### src/monitor_display_map.svh
// Constants for the monitor-mode display: offsets, fields, reset values, timing.
`ifndef MONITOR_DISPLAY_MAP_SVH
`define MONITOR_DISPLAY_MAP_SVH
// Register byte offsets
`define OFS_CTRL        4'h0
`define OFS_RATIO       4'h4
`define OFS_SPEED       4'h8
`define OFS_LOAD        4'hc
// Control fields
`define CTRL_SCREEN_LSB 0
`define CTRL_INIT_LSB   4
`define CTRL_HOLD_BIT   8
`define CTRL_ARST_BIT   9
`define CTRL_ACLR_BIT   10
`define CTRL_WCLR_BIT   11
`define CTRL_NEXT_BIT   12
// Reset values
`define CTRL_RESET      32'h0000_0000
`define RATIO_UNITY     16'h0064
// Load factor limits in percent
`define LOAD_MIN        8'h28
`define LOAD_MAX        8'hc8
// Ratio range thresholds, hundredths; display maximum
`define RATIO_10        24'h0003e8
`define RATIO_100       24'h002710
`define RATIO_1000      24'h0186a0
`define DISP_MAX        14'h270f
// Blink half period
`define BLINK_MS        500
`define CLK_KHZ         125000
`endif

### src/monitor_display_pkg.sv
// Types for the monitor-mode display.
`default_nettype none
package monitor_display_pkg;
	typedef enum logic [2:0] {SCR_SPEED, SCR_LOAD, SCR_DATA, SCR_ALARM, SCR_WARN, SCR_IO} screen_t;
	typedef struct packed {
		logic [3:0]  mode;
		logic [15:0] value;
		logic [1:0]  point;
		logic        dash;
		logic        hold;
		logic        blink;
	} disp_t;
endpackage : monitor_display_pkg
`default_nettype wire

### src/motor_monitor_display.sv
// Monitor-mode display selection and formatting with an Avalon-MM register port.
//
// Behaviour
// - Speed divided by reduction ratio when set
// - Speed multiplied by increasing ratio when set
// - Unity increasing ratio selects reduction ratio
// - Load factor from motor shaft torque
// - Load one-percent steps; dash below forty
// - Holding pattern while position keeping enabled
// - Show selected operation data number
// - Alarm code, reset and history clear
// - Warning code and history clear
// - One segment per I/O signal, lit when on
// - Speed screen at power-up, configurable
// - Decimal point placed by reduction ratio range; none with increasing ratio
// - Conveyor speed is motor speed over ratio
// - Alarm screen first; keys move away
// - Blink while alarm shown elsewhere
//
// The Avalon-MM register port and the register addresses were decided locally.
`include "monitor_display_map.svh"
`default_nettype none
module motor_monitor_display
	import monitor_display_pkg::*;
(
	input  wire logic        clk,
	input  wire logic        rst_n,
	input  wire logic [3:0]  address,
	input  wire logic        read,
	input  wire logic        write,
	input  wire logic [31:0] writedata,
	input  wire logic [3:0]  byteenable,
	output logic      [31:0] readdata,
	output logic             waitrequest,
	input  wire logic [12:0] motor_speed,
	input  wire logic [7:0]  motor_load,
	input  wire logic [1:0]  data_select,
	input  wire logic        alarm_active,
	input  wire logic [7:0]  alarm_code,
	input  wire logic        warning_active,
	input  wire logic [7:0]  warning_code,
	input  wire logic [4:0]  io_inputs,
	input  wire logic [4:0]  io_outputs,
	input  wire logic        key_mode,
	input  wire logic        key_func,
	output logic             alarm_reset,
	output logic             alarm_hist_clear,
	output logic             warning_hist_clear,
	output disp_t            disp
);
	// ********************************************************************
	// Pin synchronisers
	// ********************************************************************
	localparam int unsigned BLINK_CYC = `BLINK_MS * `CLK_KHZ;
	logic [1:0]  sel_s1_reg, sel_s2_reg;
	logic [4:0]  in_s1_reg, in_s2_reg;
	logic [1:0]  key_s1_reg, key_s2_reg, key_s3_reg;
	always_ff @(posedge clk) begin
		sel_s1_reg <= data_select;
		sel_s2_reg <= sel_s1_reg;
		in_s1_reg  <= io_inputs;
		in_s2_reg  <= in_s1_reg;
		key_s1_reg <= {key_func, key_mode};
		key_s2_reg <= key_s1_reg;
		key_s3_reg <= key_s2_reg;
	end
	wire key_press = |(key_s2_reg & ~key_s3_reg);

	// ********************************************************************
	// Register port
	// ********************************************************************
	logic [31:0] ctrl_reg;
	logic [31:0] ratio_reg;
	logic        rd_done_reg;
	wire  wr_ctrl  = write && (address == `OFS_CTRL);
	wire  wr_ratio = write && (address == `OFS_RATIO);
	wire  [31:0] be_mask = {{8{byteenable[3]}}, {8{byteenable[2]}}, {8{byteenable[1]}}, {8{byteenable[0]}}};
	// Writes finish at once; reads take one extra cycle for registered data
	assign waitrequest = read && !rd_done_reg;
	always_ff @(posedge clk) begin
		if (!rst_n) begin
			ctrl_reg  <= `CTRL_RESET;
			ratio_reg <= {`RATIO_UNITY, `RATIO_UNITY};
		end else begin
			if (wr_ctrl)
				ctrl_reg  <= (ctrl_reg & ~be_mask) | (writedata & be_mask);
			if (wr_ratio)
				ratio_reg <= (ratio_reg & ~be_mask) | (writedata & be_mask);
		end
	end
	// Command bits act as one-cycle pulses; ctrl_reg keeps them, but reads mask them off
	always_ff @(posedge clk) begin
		if (!rst_n) begin
			alarm_reset        <= 1'b0;
			alarm_hist_clear   <= 1'b0;
			warning_hist_clear <= 1'b0;
		end else begin
			alarm_reset        <= wr_ctrl && writedata[`CTRL_ARST_BIT] && byteenable[1] && alarm_active;
			alarm_hist_clear   <= wr_ctrl && writedata[`CTRL_ACLR_BIT] && byteenable[1];
			warning_hist_clear <= wr_ctrl && writedata[`CTRL_WCLR_BIT] && byteenable[1];
		end
	end

	// ********************************************************************
	// Speed scaling
	// ********************************************************************
	wire  [15:0] red_ratio = ratio_reg[15:0];
	wire  [15:0] inc_ratio = ratio_reg[31:16];
	wire         use_inc   = (inc_ratio != `RATIO_UNITY);
	wire  [15:0] ratio     = use_inc ? inc_ratio : red_ratio;
	// Point shift: 10^k extra digits for larger ratios keep four significant digits
	wire  [1:0]  point     = ({8'h00, ratio} >= `RATIO_1000) ? 2'd3 :
	                          ({8'h00, ratio} >= `RATIO_100)  ? 2'd2 :
	                          ({8'h00, ratio} >= `RATIO_10)   ? 2'd1 : 2'd0;
	wire  [15:0] pscale    = (point == 2'd3) ? 16'h03e8 : (point == 2'd2) ? 16'h0064 :
	                          (point == 2'd1) ? 16'h000a : 16'h0001;
	// Reduction: speed*100*10^p/ratio; divide by zero treated as unity
	wire  [39:0] num_red   = 40'({27'h0, motor_speed} * 40'h64 * {24'h0, pscale});
	wire  [39:0] den       = (ratio == 16'h0000) ? 40'h64 : {24'h0, ratio};
	wire  [39:0] q_red     = num_red / den;
	// Increase: speed*ratio/100 (ratio in hundredths); point unused for product
	wire  [39:0] q_inc     = 40'({27'h0, motor_speed} * {24'h0, ratio}) / 40'h64;
	wire  [39:0] q_sel     = use_inc ? q_inc : q_red;
	wire  [15:0] spd_sat   = (q_sel > {26'h0, `DISP_MAX}) ? {2'b00, `DISP_MAX} : q_sel[15:0];
	// A raised speed is a plain product, so it carries no point; panel and register agree
	wire  [1:0]  shown_pt  = use_inc ? 2'd0 : point;

	// ********************************************************************
	// Screen selection
	// ********************************************************************
	screen_t scr_reg, scr_next;
	logic    init_done_reg;
	logic    alarm_d_reg;
	wire [2:0] init_scr = ctrl_reg[`CTRL_INIT_LSB +: 3];
	wire       new_alarm = alarm_active && !alarm_d_reg;
	wire       advance   = key_press || (wr_ctrl && writedata[`CTRL_NEXT_BIT] && byteenable[1]);
	// Until the first alarm, key or next command the screen follows the power-up setting, so
	// software may load that setting after reset and the panel still opens on it
	always_comb begin
		scr_next = scr_reg;
		if (new_alarm)
			scr_next = SCR_ALARM;
		else if (!init_done_reg && !advance)
			scr_next = (init_scr <= 3'd5) ? screen_t'(init_scr) : SCR_SPEED;
		else if (advance) begin
			case (scr_reg)
				SCR_SPEED: scr_next = SCR_LOAD;
				SCR_LOAD:  scr_next = SCR_DATA;
				SCR_DATA:  scr_next = SCR_ALARM;
				SCR_ALARM: scr_next = SCR_WARN;
				SCR_WARN:  scr_next = SCR_IO;
				SCR_IO:    scr_next = SCR_SPEED;
				default:   scr_next = SCR_SPEED;
			endcase
		end
	end
	always_ff @(posedge clk) begin
		if (!rst_n) begin
			scr_reg       <= SCR_SPEED;
			init_done_reg <= 1'b0;
			alarm_d_reg   <= 1'b0;
		end else begin
			scr_reg       <= scr_next;
			init_done_reg <= init_done_reg || new_alarm || advance;
			alarm_d_reg   <= alarm_active;
		end
	end

	// ********************************************************************
	// Blink timer
	// ********************************************************************
	logic [26:0] blink_cnt_reg;
	logic        blink_ph_reg;
	always_ff @(posedge clk) begin
		if (!rst_n) begin
			blink_cnt_reg <= 27'h0;
			blink_ph_reg  <= 1'b1; // Flag phase first, so a fresh alarm shows at once
		end else if (blink_cnt_reg == 27'(BLINK_CYC - 1)) begin
			blink_cnt_reg <= 27'h0;
			blink_ph_reg  <= !blink_ph_reg;
		end else begin
			blink_cnt_reg <= blink_cnt_reg + 27'h1;
		end
	end

	// ********************************************************************
	// Display formatting
	// ********************************************************************
	wire [7:0] load_clip = (motor_load > `LOAD_MAX) ? `LOAD_MAX : motor_load;
	wire       hold_en   = ctrl_reg[`CTRL_HOLD_BIT];
	disp_t     disp_next;
	always_comb begin
		disp_next       = '0;
		disp_next.mode  = {1'b0, scr_reg};
		disp_next.blink = alarm_active && (scr_reg != SCR_ALARM) && blink_ph_reg;
		case (scr_reg)
			SCR_SPEED: begin
				disp_next.value = spd_sat;
				disp_next.point = shown_pt;
			end
			SCR_LOAD: begin
				disp_next.hold  = hold_en;
				disp_next.dash  = !hold_en && (motor_load < `LOAD_MIN);
				disp_next.value = (hold_en || motor_load < `LOAD_MIN) ? 16'h0 : {8'h0, load_clip};
			end
			SCR_DATA:  disp_next.value = {14'h0, sel_s2_reg};
			SCR_ALARM: disp_next.value = alarm_active ? {8'h0, alarm_code} : 16'h0;
			SCR_WARN:  disp_next.value = warning_active ? {8'h0, warning_code} : 16'h0;
			SCR_IO:    disp_next.value = {6'h0, io_outputs, in_s2_reg};
			default:   disp_next.value = 16'h0;
		endcase
	end
	always_ff @(posedge clk) begin
		if (!rst_n)
			disp <= '0;
		else
			disp <= disp_next;
	end

	// Read data, registered
	always_ff @(posedge clk) begin
		if (!rst_n) begin
			readdata    <= 32'h0;
			rd_done_reg <= 1'b0;
		end else begin
			rd_done_reg <= read && !rd_done_reg;
			case (address)
				`OFS_CTRL:  readdata <= ctrl_reg & 32'h0000_01ff;
				`OFS_RATIO: readdata <= ratio_reg;
				`OFS_SPEED: readdata <= {14'h0, shown_pt, spd_sat};
				`OFS_LOAD:  readdata <= {21'h0, scr_reg, load_clip};
				default:    readdata <= 32'h0;
			endcase
		end
	end

	// ********************************************************************
	// Checks
	// ********************************************************************
	AST_IO_SEG: assert property (@(posedge clk) disable iff (!rst_n)
		scr_reg == SCR_IO |=> disp.value[9:5] == $past(io_outputs)) else $error("io segments wrong");
	AST_DASH: assert property (@(posedge clk) disable iff (!rst_n)
		scr_reg == SCR_LOAD && !hold_en && motor_load < 8'h28 |=> disp.dash) else $error("dash missing");
	AST_HOLD: assert property (@(posedge clk) disable iff (!rst_n)
		scr_reg == SCR_LOAD && hold_en |=> disp.hold && !disp.dash) else $error("hold pattern missing");
	AST_LOAD_MAX: assert property (@(posedge clk) disable iff (!rst_n)
		disp.value <= 16'd200 || disp.mode != 4'(SCR_LOAD)) else $error("load over 200");
	AST_ALARM_FIRST: assert property (@(posedge clk) disable iff (!rst_n)
		$rose(alarm_active) |=> scr_reg == SCR_ALARM) else $error("alarm not shown");
	AST_BLINK: assert property (@(posedge clk) disable iff (!rst_n)
		!alarm_active |=> !disp.blink) else $error("blink without alarm");
	AST_SAT: assert property (@(posedge clk) disable iff (!rst_n)
		disp.mode == 4'(SCR_SPEED) |-> disp.value <= 16'd9999) else $error("speed overflow");
	AST_RATIO_SEL: assert property (@(posedge clk) disable iff (!rst_n)
		inc_ratio == 16'd100 |-> ratio == red_ratio) else $error("wrong ratio chosen");
	AST_ARST: assert property (@(posedge clk) disable iff (!rst_n)
		alarm_reset |-> $past(wr_ctrl)) else $error("alarm reset without write");
	AST_POINT: assert property (@(posedge clk) disable iff (!rst_n)
		ratio < 16'd1000 |-> point == 2'd0) else $error("point misplaced");
	AST_DATA: assert property (@(posedge clk) disable iff (!rst_n)
		scr_reg == SCR_DATA |=> disp.value[1:0] == $past(sel_s2_reg)) else $error("data number wrong");
endmodule : motor_monitor_display
`default_nettype wire

### config.mk
export PLATFORM = sky130hd
export DESIGN_NAME = motor_monitor_display
export DESIGN_NICKNAME = d
export VERILOG_FILES = /design/src/monitor_display_pkg.sv /design/src/motor_monitor_display.sv
export VERILOG_INCLUDE_DIRS = /design/src
export SDC_FILE = /design/constraint.sdc
export NUM_CORES = 2
export LEC_CHECK = 0
export BUFFER_PORTS_ARGS = -buffer_cell sky130_fd_sc_hd__buf_2
export CORE_MARGIN = 2
export CORE_UTILIZATION = 40
export DETAILED_ROUTE_END_ITERATION = 6
export PLACE_DENSITY = 0.57
export RECOVER_POWER = 100
export SLEW_MARGIN = 20
export SYNTH_ARGS = -nofsm -noshare
export SYNTH_HDL_FRONTEND = slang
export SYNTH_SLANG_ARGS = --single-unit
### constraint.sdc
create_clock -name clk -period 164.7 [get_ports clk]
set_input_delay 16.47 -clock clk [delete_from_list [all_inputs] [get_ports clk]]
set_output_delay 16.47 -clock clk [all_outputs]
set_load 0.03 [all_outputs]
==> results.toml <==
[clock_network]
clk_latency_ps = 450
h-tree-depth = 4
cts_buffers = 17
cts_resized = 0
ctsHoldBuffers = 0
cts_buffer_depth = 2
root_buffer = "clkbuf_16"
cts_setup_buffers = 0
clkTransAtPathRegs_ps = 70
cts_tree = "built"
numClockSinks = 154

[sta]
rsz0062_at_grt = "false"
finalHoldViolations = 0
relSlewSlack_pct = -102.2
setup_viol = 0
maxClockFrequency_ghz = 0.006618
fin_crit_ps = 151100
finalCritPeriodShare_pct = 91.74
slew_violations = 76
postLayoutSetupSlackWorst_ps = 13600
worstMarginPinSlew_ps = 3033
fin_setup_tns_ps = 0
finClkSkew_ps = 21.91

[synthesis]
synth_warnings = 0
synth_top_area_share_pct = 16.24
synthTopCellsByArea = "ha_1 16%, fa_1 9.7%, dfxtp_1 5.6%"
ys_seq_area_share_pct = 5.565
synth_area_sq_um = 55400
syn_inst = 7542
yosysUniqueCellTypes = 133
synth_flop_cell = "dfxtp_1"
syn-mean-instance-area_sq_um = 7.346
synth_seq_cells = 154
synth_edf_count = 0
async_reset_ff_share_pct = 0
yosysTopAreaCell = "ha_1"

[layout]
multi_input_comb_area_sq_um = 49940
final_cell_area_sq_um = 58970
drive_above_1_share_pct = 8.047
n_fill_cell = 14374
layout_commonest_cell = "nand2_1"
final_cell_mix = "819 x nand2_1, 719 x ha_1, 650 x nor2_1"
ff_latch_area_sq_um = 3083
fin_nets = 8714
area_delta_synth_final_pct = 6.439
final_core_util_pct = 42.89

[critical_path]
cp_num_cells = 598
rr_endpoint = "readdata[0]"
critPathTopFamily = "compound AO/OA/AOI/OAI gates"
critPathLaunch = "motor_speed[2]"
endpoint = "readdata[0]"
crit_top_cell = "o21a_1"
cpPeakStageDelay_ps = 900
start_kind = "primary input"
cp.arrival_ps = 151390
slowest_stage = "o211ai_1"
path_class = "in -> reg"
ff2ff_setup_slack_ps = 16530
required_ps = 164990
cp_num_buf_inv = 35
r2r_cells = 637
endpoint_kind = "register"
cp_max_fo = 40

[floorplanning]
rows = 136
dieArea_sq_um = 141500
pin_count = 158
fp.dieW_microns = 376.2
initial_core_util_pct = 40.29
core_region_area_sq_um = 137500
dieHeight_microns = 376.2

[detailed_routing]
drt-total-wl_mm = 181.9
first_pass_iters = 7
via_count = 56232
ant_nets = 0
drtIter0Drc = 3766
drc = 0
wl_per_cell_microns = 19.27
viasPerCell = 5.956

[placement]
portBuffers = 156
pre_cts_ws_ps = 16230
dpl_cell_area_sq_um = 58450
dp_hpwl_mm = 149.3
gp_congestion = 0.9340

[run_status]
violations = "max-capacitance violations, max-slew violations"
status = "finished, violations left"

[global_route]
grt_pass1_wl_mm = 289.7
antenna_found_initial = 8
gr-usage-all-layers_pct = 24.86
grt_pass1_vias = 53750
overflow = 0
grt_max_degree = 76

[run]
maxCapViolCount = 1

[worst_hold_path]
hp-class = "reg -> reg"
==> final cells by class <==
cell class | count | share of cell area, %
clock buffer | 18 | 0.7278
tap | 1794 | 3.806
multi-input combinational | 6742 | 84.68
antenna | 4 | 0.01697
timing repair buffer | 239 | 2.241
inverter | 476 | 3.030
sequential | 154 | 5.228
clock inverter | 14 | 0.2695
==> kinds of logic after synthesis <==
logic type / share of synthesized area, %
muxes: 3.812
adders and majority gates: 26.01
and+or+nand+nor: 26.49
buffers and inverters: 4.962
xor gates and xnor gates: 5.892
AOI/OAI and AO/OA: 27.25
other: 0.01356
DFF: 5.565
==> cell usage after synthesis (25+ instances only) <==
cell type,n
a211o_1,29
a211oi_1,65
a21boi_0,52
a21o_1,152
a21oi_1,449
a31o_2,25
a31oi_1,94
and2_1,120
and3_1,75
buf_2,28
clkbuf_1,190
dfxtp_1,154
fa_1,268
ha_1,719
inv_1,470
mux2_2,124
mux2i_1,67
nand2_1,819
nand2b_1,68
nand3_1,182
nand4_1,92
nor2_1,655
nor2b_1,85
nor3_1,393
nor4_1,57
o2111ai_1,25
o211ai_1,70
o21a_1,344
o21ai_0,280
o21ai_1,27
o21bai_1,29
o22ai_1,26
o31ai_1,142
or2_2,136
or3_1,84
or4_1,28
xnor2_1,216
xor2_1,153
==> layer usage <==
layer  track usage (%)  up-vias  wire, microns  share of wire, %
met2             42.58     1471          84530                46
met4             6.242        2           4703               2.6
met5                 0        -              7            0.0038
met3             1.707      235           8646               4.8
met1             33.76    26640          84020                46
li1                  -    27884              -                 -
==> worst min-delay path by stage <==
| stage | endpoint | startpoint | slack, ps | depth (start not counted) |
|---|---|---|---|---|
| finish | key_s2_reg[1] | key_s1_reg[1] | 320 | 0 |
| global route | in_s2_reg[2] | in_s1_reg[2] | 330 | 0 |
| CTS | in_s2_reg[2] | in_s1_reg[2] | 320 | 0 |
| detailed placement | sel_s2_reg[1] | sel_s1_reg[1] | 310 | 0 |
| global placement | in_s2_reg[2] | in_s1_reg[2] | 310 | 0 |
| floorplan | in_s2_reg[0] | in_s1_reg[0] | 310 | 0 |
==> through the flow <==
stage          hold WS, ps  instances
4_1_cts              319.7       9437
2_1_floorplan        309.6       7608
6_report             322.8       9441
3_3_place_gp         310.8       9405
5_1_grt              325.8       9439
3_5_place_dp         312.1       9405
Power is left out: the tool's default activity adds up to more than one toggle a clock period on the data nets, which glitch-free logic cannot reach.
